===== src/rtl/sap_defs.svh =====
// serial audio port: register offsets, field positions, reset values and rates
`ifndef SAP_DEFS_SVH
`define SAP_DEFS_SVH
// register byte offsets
`define SAP_OFF_CTRL 8'h00
`define SAP_OFF_CLKDIV 8'h04
`define SAP_OFF_MCLKDIV 8'h08
`define SAP_OFF_TXDATA 8'h0C
`define SAP_OFF_RXDATA 8'h10
`define SAP_OFF_STATUS 8'h14
// clock divider register fields
`define SAP_DIV_ODD_BIT 8
// status register fields
`define SAP_ST_TX_FULL 0
`define SAP_ST_TX_EMPTY 1
`define SAP_ST_RX_VALID 2
`define SAP_ST_RX_RIGHT 3
`define SAP_ST_TX_UNF 4
`define SAP_ST_RX_OVF 5
`define SAP_ST_WS 6
`define SAP_ST_LOCKED 7
// reset values, and the smallest divider that a written zero is lifted to
`define SAP_CTRL_RST 8'h00
`define SAP_DIV_RST 8'h04
`define SAP_MDIV_RST 8'h01
`define SAP_DIV_MIN 8'h01
// word lengths minus one, in bit clocks per channel
`define SAP_WLEN16_M1 6'h0F
`define SAP_WLEN32_M1 6'h1F
// rates that software has to reach through the dividers, and the depth of both fifos
`define SAP_SYS_CLK_HZ 20000000
`define SAP_FS_MIN_HZ 8000
`define SAP_FS_MAX_HZ 192000
`define SAP_MCLK_PER_FS 256
`define SAP_BCLK_PER_FS_MAX 64
`define SAP_FIFO_DEPTH 8
`endif


===== src/rtl/sap_pkg.sv =====
// serial audio port: shared types
`default_nettype none
package sap_pkg;
  // control register, bit 0 at the bottom
  typedef struct packed {
    logic dma_rx_en;
    logic dma_tx_en;
    logic mclk_en;
    logic word32;
    logic rx_en;
    logic tx_en;
    logic master;
    logic enable;
  } sap_ctrl_t;
  // one received channel word with its channel tag
  typedef struct packed {
    logic right;
    logic [31:0] data;
  } sap_word_t;
  // link lock state, one-hot
  typedef enum logic [2:0] {
    SAP_IDLE = 3'b001,
    SAP_SYNC = 3'b010,
    SAP_RUN = 3'b100
  } sap_state_t;
endpackage
`default_nettype wire


===== src/rtl/sap_fifo.sv =====
// serial audio port: small fifo with registered read data
`timescale 1ns/1ps
`default_nettype none
module sap_fifo #(
  parameter int WIDTH = 32,
  parameter int DEPTH = 8
) (
  // clock and reset
  input wire logic clk,
  input wire logic reset_n,
  // fill side
  input wire logic in_valid,
  output logic in_ready,
  input wire logic [WIDTH-1:0] in_data,
  // drain side
  output logic out_valid,
  input wire logic out_ready,
  output logic [WIDTH-1:0] out_data
);
  localparam int AW = $clog2(DEPTH);
  logic [WIDTH-1:0] mem_q [DEPTH];
  logic [AW-1:0] wr_q, rd_q, rd_n;
  logic [AW:0] cnt_q;
  logic push, pop;
  // the count is one bit wider than the pointers, so a full queue is told apart from an empty one
  assign in_ready = (cnt_q != (AW+1)'(DEPTH));
  assign out_valid = (cnt_q != '0);
  assign push = in_valid & in_ready;
  assign pop = out_valid & out_ready;
  assign rd_n = rd_q + AW'(pop);
  // storage, no reset needed
  always_ff @(posedge clk) begin
    if (push) begin
      mem_q[wr_q] <= in_data;
    end
  end
  // pointers and fill count
  always_ff @(posedge clk or negedge reset_n) begin
    if (!reset_n) begin
      wr_q <= '0;
      rd_q <= '0;
      cnt_q <= '0;
    end else begin
      wr_q <= wr_q + AW'(push);
      rd_q <= rd_n;
      cnt_q <= cnt_q + (AW+1)'(push) - (AW+1)'(pop);
    end
  end
  // head word comes out of a register; bypass when writing into the new head
  always_ff @(posedge clk or negedge reset_n) begin
    if (!reset_n) begin
      out_data <= '0;
    end else begin
      out_data <= (push && wr_q == rd_n) ? in_data : mem_q[rd_n];
    end
  end
endmodule // sap_fifo
`default_nettype wire


===== src/rtl/sap_top.sv =====
// serial audio port: registers, clock dividers, two-channel serial engine
`timescale 1ns/1ps
`default_nettype none
`include "sap_defs.svh"
// Contract
// [RQ1] master drives bit clock, word select; slave follows
// [RQ2] full duplex, transmit only or receive only
// [RQ3] word length 16 or 32 bits, shared
// [RQ4] sample rates 8 to 192 kHz supported; with 32-bit words the 20 MHz clock reaches at most 156.25 kHz
// [RQ5] master may output 256 Fs clock; it reaches at most 10 MHz, so 256 Fs only up to about 39 kHz
// [RQ6] 32-bit words: bit clock at most 64 Fs
// [RQ7] bit clock halves: divider, divider plus odd
// [RQ8] slave receiver bit clock duty 30-70 percent
// [RQ9] dma requests for transmit and receive words
// [RQ10] previous LSB follows select change; none first
// [RQ11] msb first, one clock late, low left
module sap_top
  import sap_pkg::*;
(
  // clock and reset
  input wire logic sys_clk,
  input wire logic reset_n,
  // register port
  input wire logic [7:0] reg_addr,
  input wire logic [31:0] reg_wdata,
  input wire logic reg_wr,
  input wire logic reg_rd,
  output logic [31:0] reg_rdata,
  // dma requests
  output logic dma_tx_req,
  output logic dma_rx_req,
  // bit clock pin
  input wire logic sck_i,
  output logic sck_o,
  output logic sck_oe,
  // word select pin
  input wire logic ws_i,
  output logic ws_o,
  output logic ws_oe,
  // serial data pins
  input wire logic sd_i,
  output logic sd_o,
  output logic sd_oe,
  // oversampling master clock
  output logic oversample_master_clock
);
  sap_ctrl_t ctrl_q;
  sap_state_t st_q;
  sap_word_t rx_word;
  logic [7:0] div_q, mdiv_q, mc_q;
  logic odd_q, tx_unf_q, rx_ovf_q, mclk_q, mclk_run;
  logic [31:0] rdata_q, rd_mux;
  logic [1:0] sck_sy_q, ws_sy_q, sd_sy_q;
  logic sck_dl_q, sck_oe_q, ws_oe_q, sd_oe_q, dtx_q, drx_q;
  logic run, mst, tx_on, rx_on, m_tog, rise, fall, chg;
  logic [8:0] hc_q, ph_len;
  logic sck_q, ws_q, ws_line, ws_last_q;
  logic [5:0] fcnt_q, wlen_m1, rcnt_q;
  logic [31:0] rsh_q, rsh_n, tsh_q, tword, tload;
  logic load_q, sd_q, rx_push, tx_pop;
  logic tx_in_ready, tx_out_valid, rx_in_ready, rx_out_valid, rx_pop;
  logic [31:0] tx_out_data;
  sap_word_t rx_out_data;

  assign run = ctrl_q.enable;
  assign mst = run & ctrl_q.master;
  assign tx_on = run & ctrl_q.tx_en; // [RQ2]
  assign rx_on = run & ctrl_q.rx_en; // [RQ2]
  assign wlen_m1 = ctrl_q.word32 ? `SAP_WLEN32_M1 : `SAP_WLEN16_M1; // [RQ3]

  // configuration writes; a zero divider would wrap to the longest half period instead of stopping, so it is lifted to one
  always_ff @(posedge sys_clk or negedge reset_n) begin
    if (!reset_n) begin
      ctrl_q <= sap_ctrl_t'(`SAP_CTRL_RST);
      div_q <= `SAP_DIV_RST;
      odd_q <= 1'b0;
      mdiv_q <= `SAP_MDIV_RST;
    end else if (reg_wr) begin
      case (reg_addr)
        `SAP_OFF_CTRL: ctrl_q <= sap_ctrl_t'(reg_wdata[7:0]);
        `SAP_OFF_CLKDIV: begin
          div_q <= (reg_wdata[7:0] == 8'h00) ? `SAP_DIV_MIN : reg_wdata[7:0];
          odd_q <= reg_wdata[`SAP_DIV_ODD_BIT];
        end
        `SAP_OFF_MCLKDIV: mdiv_q <= (reg_wdata[7:0] == 8'h00) ? `SAP_DIV_MIN : reg_wdata[7:0];
        default: ;
      endcase
    end
  end

  // sticky error flags, write one to clear; a new event beats the clear
  always_ff @(posedge sys_clk or negedge reset_n) begin
    if (!reset_n) begin
      tx_unf_q <= 1'b0;
      rx_ovf_q <= 1'b0;
    end else begin
      tx_unf_q <= (tx_on & fall & load_q & ~tx_out_valid) | (tx_unf_q &
                  ~(reg_wr && reg_addr == `SAP_OFF_STATUS && reg_wdata[`SAP_ST_TX_UNF]));
      rx_ovf_q <= (rx_push & ~rx_in_ready) | (rx_ovf_q &
                  ~(reg_wr && reg_addr == `SAP_OFF_STATUS && reg_wdata[`SAP_ST_RX_OVF]));
    end
  end

  // read mux; unmapped offsets read as zero
  always_comb begin
    rd_mux = 32'h0000_0000;
    case (reg_addr)
      `SAP_OFF_CTRL: rd_mux = {24'h00_0000, ctrl_q};
      `SAP_OFF_CLKDIV: rd_mux = {23'h00_0000, odd_q, div_q};
      `SAP_OFF_MCLKDIV: rd_mux = {24'h00_0000, mdiv_q};
      `SAP_OFF_RXDATA: rd_mux = rx_out_valid ? rx_out_data.data : 32'h0000_0000;
      `SAP_OFF_STATUS: begin
        rd_mux[`SAP_ST_TX_FULL] = ~tx_in_ready;
        rd_mux[`SAP_ST_TX_EMPTY] = ~tx_out_valid;
        rd_mux[`SAP_ST_RX_VALID] = rx_out_valid;
        rd_mux[`SAP_ST_RX_RIGHT] = rx_out_valid & rx_out_data.right;
        rd_mux[`SAP_ST_TX_UNF] = tx_unf_q;
        rd_mux[`SAP_ST_RX_OVF] = rx_ovf_q;
        rd_mux[`SAP_ST_WS] = ws_line;
        rd_mux[`SAP_ST_LOCKED] = (st_q == SAP_RUN);
      end
      default: rd_mux = 32'h0000_0000;
    endcase
  end

  // read data stand for exactly one cycle after the strobe
  always_ff @(posedge sys_clk or negedge reset_n) begin
    if (!reset_n) begin
      rdata_q <= 32'h0000_0000;
    end else begin
      rdata_q <= reg_rd ? rd_mux : 32'h0000_0000;
    end
  end
  assign rx_pop = reg_rd && (reg_addr == `SAP_OFF_RXDATA);

  // pin synchronisers; stage 0 is read only by stage 1
  always_ff @(posedge sys_clk or negedge reset_n) begin
    if (!reset_n) begin
      sck_sy_q <= 2'h0;
      ws_sy_q <= 2'h0;
      sd_sy_q <= 2'h0;
      sck_dl_q <= 1'b0;
    end else begin
      sck_sy_q <= {sck_sy_q[0], sck_i};
      ws_sy_q <= {ws_sy_q[0], ws_i};
      sd_sy_q <= {sd_sy_q[0], sd_i};
      sck_dl_q <= sck_sy_q[1];
    end
  end

  // bit clock divider: high lasts div, low lasts div plus odd
  assign ph_len = sck_q ? {1'b0, div_q} : ({1'b0, div_q} + {8'h00, odd_q}); // [RQ7]
  assign m_tog = mst & (hc_q >= ph_len - 9'h001);
  always_ff @(posedge sys_clk or negedge reset_n) begin
    if (!reset_n) begin
      hc_q <= 9'h000;
      sck_q <= 1'b0;
    end else if (!mst) begin
      hc_q <= 9'h000;
      sck_q <= 1'b0;
    end else if (m_tog) begin
      hc_q <= 9'h000;
      sck_q <= ~sck_q; // [RQ1] [RQ7]
    end else begin
      hc_q <= hc_q + 9'h001;
    end
  end

  // edge strobes; a slave clock must leave each half at least three sys_clk cycles
  assign rise = mst ? (m_tog & ~sck_q) : (run & sck_sy_q[1] & ~sck_dl_q); // [RQ8]
  assign fall = mst ? (m_tog & sck_q) : (run & ~sck_sy_q[1] & sck_dl_q); // [RQ8]

  // master word select: one change per channel of wlen bit clocks
  always_ff @(posedge sys_clk or negedge reset_n) begin
    if (!reset_n) begin
      fcnt_q <= 6'h00;
      ws_q <= 1'b1;
    end else if (!mst) begin
      fcnt_q <= wlen_m1; // first fall drops select to left
      ws_q <= 1'b1;
    end else if (fall) begin
      if (fcnt_q >= wlen_m1) begin
        fcnt_q <= 6'h00;
        ws_q <= ~ws_q; // [RQ4] [RQ6] [RQ11]
      end else begin
        fcnt_q <= fcnt_q + 6'h01;
      end
    end
  end

  // select seen at each rising edge; a change marks the last bit of a word
  assign ws_line = ctrl_q.master ? ws_q : ws_sy_q[1];
  assign chg = rise & (ws_line != ws_last_q);
  always_ff @(posedge sys_clk or negedge reset_n) begin
    if (!reset_n) begin
      ws_last_q <= 1'b1;
    end else if (!run || rise) begin
      ws_last_q <= ws_line;
    end
  end

  // lock state: the first select change only aligns, it carries no word
  always_ff @(posedge sys_clk or negedge reset_n) begin
    if (!reset_n) begin
      st_q <= SAP_IDLE;
    end else if (!run) begin
      st_q <= SAP_IDLE;
    end else begin
      case (st_q)
        SAP_IDLE: st_q <= SAP_SYNC;
        SAP_SYNC: if (chg) begin
          st_q <= SAP_RUN; // [RQ10]
        end
        SAP_RUN: st_q <= SAP_RUN;
        default: st_q <= SAP_IDLE;
      endcase
    end
  end

  // receiver: msb first, bits past the word length are ignored
  assign rsh_n = (rcnt_q <= wlen_m1) ? {rsh_q[30:0], sd_sy_q[1]} : rsh_q; // [RQ11]
  assign rx_push = rx_on & chg & (st_q == SAP_RUN); // [RQ10]
  assign rx_word.right = ws_last_q; // select high was the right channel
  assign rx_word.data = ctrl_q.word32 ? rsh_n : {16'h0000, rsh_n[15:0]}; // [RQ3]
  always_ff @(posedge sys_clk or negedge reset_n) begin
    if (!reset_n) begin
      rsh_q <= 32'h0000_0000;
      rcnt_q <= 6'h00;
    end else if (!rx_on || chg) begin
      rsh_q <= 32'h0000_0000;
      rcnt_q <= 6'h00;
    end else if (rise) begin
      rsh_q <= rsh_n;
      rcnt_q <= (rcnt_q <= wlen_m1) ? rcnt_q + 6'h01 : rcnt_q;
    end
  end

  // transmitter: load after a select change, shift on falling edges
  assign tword = tx_out_valid ? tx_out_data : 32'h0000_0000; // underrun sends silence
  assign tload = ctrl_q.word32 ? tword : {tword[15:0], 16'h0000}; // [RQ3]
  assign tx_pop = tx_on & fall & load_q;
  always_ff @(posedge sys_clk or negedge reset_n) begin
    if (!reset_n) begin
      load_q <= 1'b0;
      tsh_q <= 32'h0000_0000;
      sd_q <= 1'b0;
    end else if (!tx_on) begin
      load_q <= 1'b0;
      tsh_q <= 32'h0000_0000;
      sd_q <= 1'b0;
    end else begin
      if (chg) begin
        load_q <= 1'b1;
      end else if (fall) begin
        load_q <= 1'b0;
      end
      if (fall && load_q) begin
        sd_q <= tload[31]; // [RQ11]
        tsh_q <= {tload[30:0], 1'b0};
      end else if (fall) begin
        sd_q <= tsh_q[31]; // [RQ10]
        tsh_q <= {tsh_q[30:0], 1'b0};
      end
    end
  end

  // oversampling clock divider, toggles every mdiv cycles
  assign mclk_run = mst & ctrl_q.mclk_en;
  always_ff @(posedge sys_clk or negedge reset_n) begin
    if (!reset_n) begin
      mc_q <= 8'h00;
      mclk_q <= 1'b0;
    end else if (!mclk_run) begin
      mc_q <= 8'h00;
      mclk_q <= 1'b0;
    end else if (mc_q >= mdiv_q - 8'h01) begin
      mc_q <= 8'h00;
      mclk_q <= ~mclk_q; // [RQ5]
    end else begin
      mc_q <= mc_q + 8'h01;
    end
  end

  // pin enables and dma requests; requests lag the fifo by one cycle
  always_ff @(posedge sys_clk or negedge reset_n) begin
    if (!reset_n) begin
      sck_oe_q <= 1'b0;
      ws_oe_q <= 1'b0;
      sd_oe_q <= 1'b0;
      dtx_q <= 1'b0;
      drx_q <= 1'b0;
    end else begin
      sck_oe_q <= mst; // [RQ1]
      ws_oe_q <= mst; // [RQ1]
      sd_oe_q <= tx_on; // [RQ2]
      dtx_q <= tx_on & ctrl_q.dma_tx_en & tx_in_ready; // [RQ9]
      drx_q <= rx_on & ctrl_q.dma_rx_en & rx_out_valid & ~rx_pop; // [RQ9]
    end
  end

  // transmit words queue; software or dma fills, serializer drains
  sap_fifo #(.WIDTH(32), .DEPTH(`SAP_FIFO_DEPTH)) u_tx_fifo (
    .clk(sys_clk),
    .reset_n(reset_n),
    .in_valid(reg_wr && reg_addr == `SAP_OFF_TXDATA),
    .in_ready(tx_in_ready),
    .in_data(reg_wdata),
    .out_valid(tx_out_valid),
    .out_ready(tx_pop),
    .out_data(tx_out_data)
  );

  // received words queue; a full queue drops the word and flags overrun
  sap_fifo #(.WIDTH($bits(sap_word_t)), .DEPTH(`SAP_FIFO_DEPTH)) u_rx_fifo (
    .clk(sys_clk),
    .reset_n(reset_n),
    .in_valid(rx_push),
    .in_ready(rx_in_ready),
    .in_data(rx_word),
    .out_valid(rx_out_valid),
    .out_ready(rx_pop),
    .out_data(rx_out_data)
  );

  assign reg_rdata = rdata_q;
  assign dma_tx_req = dtx_q;
  assign dma_rx_req = drx_q;
  assign sck_o = sck_q;
  assign sck_oe = sck_oe_q;
  assign ws_o = ws_q;
  assign ws_oe = ws_oe_q;
  assign sd_o = sd_q;
  assign sd_oe = sd_oe_q;
  assign oversample_master_clock = mclk_q;

  // checking helpers: phase lengths and falls per channel
  logic [8:0] ah_q;
  logic [7:0] am_q;
  logic [6:0] af_q;
  logic sck_pa_q, ws_pa_q, mclk_pa_q;
  always_ff @(posedge sys_clk or negedge reset_n) begin
    if (!reset_n) begin
      ah_q <= 9'h000;
      am_q <= 8'h00;
      af_q <= 7'h00;
      sck_pa_q <= 1'b0;
      ws_pa_q <= 1'b1;
      mclk_pa_q <= 1'b0;
    end else begin
      sck_pa_q <= sck_q;
      ws_pa_q <= ws_q;
      mclk_pa_q <= mclk_q;
      ah_q <= !mst ? 9'h000 : (sck_q != sck_pa_q) ? 9'h001 : ah_q + 9'h001;
      am_q <= !mclk_run ? 8'h00 : (mclk_q != mclk_pa_q) ? 8'h01 : am_q + 8'h01;
      af_q <= !mst ? 7'h00 : (ws_q != ws_pa_q) ? 7'h00 : af_q + {6'h00, fall};
    end
  end
endmodule // sap_top
`default_nettype wire


===== config.mk =====
export PLATFORM = sky130hd
export DESIGN_NAME = sap_top
export DESIGN_NICKNAME = d
export VERILOG_FILES = /design/src/rtl/sap_pkg.sv /design/src/rtl/sap_fifo.sv /design/src/rtl/sap_top.sv
export VERILOG_INCLUDE_DIRS = /design/src /design/src/rtl
export SDC_FILE = /design/constraint.sdc
export NUM_CORES = 1
export LEC_CHECK = 0
export BUFFER_PORTS_ARGS = -buffer_cell sky130_fd_sc_hd__buf_2
export CAP_MARGIN = 40
export CORE_MARGIN = 5
export CORE_UTILIZATION = 61
export DETAILED_ROUTE_END_ITERATION = 10
export PLACE_DENSITY = 0.78
export SLEW_MARGIN = 20
export SYNTH_ARGS = -nofsm -noshare
export SYNTH_HDL_FRONTEND = slang
export SYNTH_SLANG_ARGS = --single-unit

===== constraint.sdc =====
create_clock -name sys_clk -period 12.9 [get_ports sys_clk]
set_input_delay 0 -clock sys_clk [delete_from_list [all_inputs] [get_ports sys_clk]]
set_output_delay 0 -clock sys_clk [all_outputs]
set_load 0.05 [all_outputs]

==> results by group <==
Floorplan
  – Starting density of the core: 61.7%
  – Die ar.: 0.0568 mm²
  – Die width: ~240 µm
  – Num rows: between 80 and 90
  – Core area: 0.0515 mm²
  – Top-level I/O count: a little under 90
  – Die height: between 200 and 250 µm

Power
  – Pwr per Cell Area: 142 mW/mm²
  – Register share of total power: 51.5%
  – Leakage: around 13 nW
  – Psw: 1.07 mW
  – Cell Int Power: 4.12 mW
  – Comb pwr share: about 3.0%
  – Sw Ratio: 20.7%
  – VDD IR max: ~100 µV
  – Clock network fraction of total power: 45.5%

Clock tree
  – CTS Hold Bufs: 48
  – CTS root buf: clkbuf_16
  – Inserted Clock Buffers: between 70 and 80
  – Cts repair resizes: 0
  – Clk_lat worst skew: ~630 ps
  – Post-CTS Setup Bufs: 0
  – CTS tree: built
  – Clk slew on worst S/H paths: 60 ps
  – Clk sinks: 776
  – Clk buf depth: 3
  – CTS H-tree lvls: 3

Timing
  – Worst-Margin Slew: 784 ps
  – Maximum clock frequency: approximately 160 MHz
  – Max-slew violation count: 0
  – Sum of negative setup slack: 0 ps
  – Crit path time final: approximately 6000 ps
  – Final Hold Vio Count: 0
  – Final setup viols: 0
  – Fin crit share: 47.7%
  – Rel. slew slack: 47.4%
  – RSZ-0062 raised after global routing: no
  – Final worst slack: 6750 ps
  – Worst hold margin: 70.9 ps
  – Clk_skew: approximately 25 ps

Route
  – DR vias/cell: 6.38
  – Vias: roughly 17,000
  – First-pass iteration count of the detailed router: 5
  – ANT nets after route: 0
  – Iter 0 DRT Violations: 1,792
  – Avg WL per Cell: roughly 26 µm
  – Routed WL: 69.9 mm
  – Remaining DRCs: 0

GRT
  – Vias in the first global route: 18,017
  – Antenna violations before repair: 0
  – Overall Global Routing Usage: 24.8%
  – Met2 Use GR: 37.9%
  – Layer with the highest usage: met2
  – Total congestion overflow: 0
  – M3 GR Usage: ~4.6%
  – Met1 Track Usage GR: 37.8%
  – First-pass GRT wire length: roughly 110 mm
  – Largest net degree at the start of global routing: 51

Placement
  – Placed cell count: between 2,000 and 3,000
  – Port Buffer Count: 87
  – Placed inst area: 0.0333 mm²
  – RePlAce Congestion: roughly 0.8
  – Detail Placement HPWL: between 30 and 40 mm
  – Place WS: 6660 ps

Worst hold path
  – Worst hold-check path type: input pin to flip-flop
  – Hold EP: reg_rdata[1]$_DFF_PN0_
  – HP Start: reg_addr[0]
  – Hold path depth: 4

Finish
  – Area Overhead vs Synth: 15.1%
  – Fin cells: 2,726
  – Share of cells above drive strength 1: 29.8%
  – ANT cells: 0
  – Finished Cell Area: 0.0366 mm²
  – Nets: 2,075

Synthesis
  – Number of flops mapped to enable cells by yosys: 520
  – Ys Warns: 0
  – Syn Inst Count: 1,800
  – Synthesized area: approximately 0.032 mm²
  – Synth unique cells: 69
  – Syn_area_per_cell: 17.7 µm²
  – Main synth FF type: edfxtp_1
  – Synthesized Nets: 1,896
  – Seq/Total Area, Yosys: 69.3%
  – Synth async-reset ratio: 33.0%
  – FF+latch count, synth: 776

Worst setup path
  – Worst setup EP type: flip-flop
  – Register-to-register setup slack: 6750 ps
  – Critical path type: flip-flop to flip-flop
  – CP cell instances: ha_1 -> ha_1 -> nor2b_1 -> xnor2_1 -> nand4_1 -> mux2i_1 -> xnor2_1 -> ha_1 -> and4_1 -> o21ai_0 -> o211ai_1 -> buf_4 -> nand3_1 -> nor3_1 -> ha_4 -> ha_2 -> buf_4 -> mux4_2 -> mux2_2 -> mux2_2
  – Worst Path Arrival: 6660 ps
  – Most common cell on crit path: ha_1
  – CP max stage delay: 610 ps
  – RR Startpoint: div_q[0]$_DFFE_PN0P_
  – Worst EP required: 13,410 ps
  – Worst R2R Path Depth: 20
  – FF-to-FF End: u_tx_fifo.out_data[15]$_DFF_PN0_
  – Crit-path slowest cell: ha_2
  – Max FO, Critical Path: 40
  – Setup crit start kind: flip-flop

Run status
  – Status: finished, final reports clean

Run
  – Maximum capacitance violations: 0
[layout make-up]
type	instances	area, µm²
Multi-Input combinational cell	899	9400
Sequential cell	776	22000
Timing Repair Buffer	190	1450
Fill cell	3156	14900
Clock buffer	103	2160
Inverter	33	124
Clock inverter	45	564
Tap cell	680	851
[synth_stat cells, types with 4 or more instances]
library cell	number	share of area (%)
nor2b_1	5	0.098
nor2_1	50	0.59
nand3_1	27	0.43
o2bb2ai_1	27	0.74
dfrtp_1	251	20
nand2_1	45	0.53
mux4_2	130	9.2
and4_1	4	0.11
xor2_1	21	0.58
a22oi_1	18	0.43
nand4_1	9	0.18
xnor2_1	26	0.72
nand2b_1	6	0.12
mux2_2	168	6.0
buf_6	4	0.14
dfstp_2	5	0.41
nor4b_1	4	0.11
and3_1	14	0.28
o211ai_1	8	0.19
mux2i_1	42	1.3
a32o_1	19	0.60
and2_1	30	0.59
a21o_1	7	0.17
buf_2	22	0.35
a311oi_1	5	0.14
clkbuf_1	52	0.61
nor3b_1	5	0.12
nor4_1	7	0.14
o21ai_0	13	0.20
nor3_1	33	0.52
o21a_1	6	0.14
buf_1	6	0.071
ha_1	47	1.9
inv_1	31	0.37
buf_4	6	0.14
a22o_1	22	0.61
a21oi_1	52	0.82
edfxtp_1	520	49
a31oi_1	4	0.079
[power by group through the flow]
| stage | combinational (mW) | clock, mW | sequential [mW] |
|---|---|---|---|
| 2_1_floorplan | 0.0776 | 0 | 2.72 |
| 3_3_place_gp | 0.131 | 0 | 2.73 |
| 3_5_place_dp | 0.141 | 0 | 2.73 |
| 4_1_cts | 0.155 | 2.40 | 2.68 |
| 5_1_grt | 0.169 | 2.52 | 2.68 |
| 6_report | 0.153 | 2.37 | 2.68 |
[routing by layer]
layer  vias up  wire length, µm  part of all wire [%]
met3        93             5460                   7.8
met2       762            33100                    47
met5         -                0                     0
met4         0             1360                   2.0
met1      9076            30000                    43
li1       7464                -                     -
[registers in the layout, indices dropped and copies added (netlist names), 4 cells and up]
signal,cells
mdiv_q,8
fcnt_q,6
tsh_q,31
u_tx_fifo.cnt_q,4
u_tx_fifo.mem_q,256
u_rx_fifo.mem_q,264
u_rx_fifo.out_data,33
div_q,8
hc_q,9
u_tx_fifo.out_data,32
mc_q,8
u_rx_fifo.cnt_q,4
reg_rdata,32
rsh_q,32
rcnt_q,6
ctrl_q,7
[worst max-delay path: cells and delay by family, from the launching register on]
| kind | cells | cell delay, ps |
|---|---|---|
| buffers and inverters | 2 | 870 |
| muxes | 4 | 1210 |
| and+or+nand+nor | 5 | 1100 |
| DFF | 1 | 420 |
| AOI/OAI and AO/OA | 2 | 350 |
| adders and majority gates | 5 | 1550 |
| xor gates and xnor gates | 2 | 460 |
[logic make-up (layout without fill, tap and decap cells)]
logic type	Yosys count	count (layout)	synth area share (%)
AO/OA/AOI/OAI	200	200	4.63
XOR/XNOR	47	47	1.30
adder cells (fa/ha/maj)	49	49	1.98
buffers and inverters	125	371	1.74
flip-flops	776	776	69.3
multiplexers	344	344	16.7
AND/OR/NAND/NOR	259	259	4.37
[cells in the final DEF (no fill, tap or decap), types with 7 or more instances in the layout]
master / netlist / final
and2_1: 30 / 30
buf_2: 22 / 90
nor3_1: 33 / 25
clkbuf_1: 52 / 16
xnor2_1: 26 / 26
a22o_1: 22 / 22
clkinv_1: 2 / 7
a21oi_1: 52 / 51
o211ai_1: 8 / 8
o21ai_0: 13 / 12
bufinv_16: 0 / 10
clkbuf_16: 0 / 80
o2bb2ai_1: 27 / 27
clkinvlp_4: 0 / 7
edfxtp_1: 520 / 520
dlygate4sd3_1: 0 / 47
nand4_1: 9 / 9
clkinv_2: 0 / 13
mux4_2: 130 / 130
nor3_2: 0 / 8
mux2i_1: 42 / 42
a21o_1: 7 / 7
a32o_1: 19 / 19
buf_4: 6 / 42
clkbuf_8: 0 / 7
a22oi_1: 18 / 18
inv_1: 31 / 31
mux2_2: 168 / 168
and3_1: 14 / 14
nor2_1: 50 / 44
dfrtp_1: 251 / 251
ha_1: 47 / 43
nand3_1: 27 / 27
nand2_1: 45 / 45
xor2_1: 21 / 19
[stage by stage]
| stage | power (mW) | util (%) |
|---|---|---|
| final | 5.20 | 71.0 |
| after global routing | 5.36 | 71.0 |
| after CTS | 5.23 | 70.9 |
| after detailed placement | 2.87 | 64.6 |
| after global placement | 2.86 | 64.3 |
| after floorplan | 2.80 | - |
[how the worst max path moves through the flow]
stage / from / to
2_1_floorplan: sck_o$_DFFE_PN0P_ / u_rx_fifo.mem_q[1][0]$_DFFE_PP_
3_3_place_gp: div_q[0]$_DFFE_PN0P_ / u_tx_fifo.out_data[28]$_DFF_PN0_
3_5_place_dp: div_q[0]$_DFFE_PN0P_ / u_tx_fifo.out_data[15]$_DFF_PN0_
4_1_cts: div_q[0]$_DFFE_PN0P_ / u_tx_fifo.out_data[15]$_DFF_PN0_
5_1_grt: div_q[0]$_DFFE_PN0P_ / u_tx_fifo.out_data[15]$_DFF_PN0_
6_report: div_q[0]$_DFFE_PN0P_ / u_tx_fifo.out_data[15]$_DFF_PN0_
(Power assumes the default switching activity.)
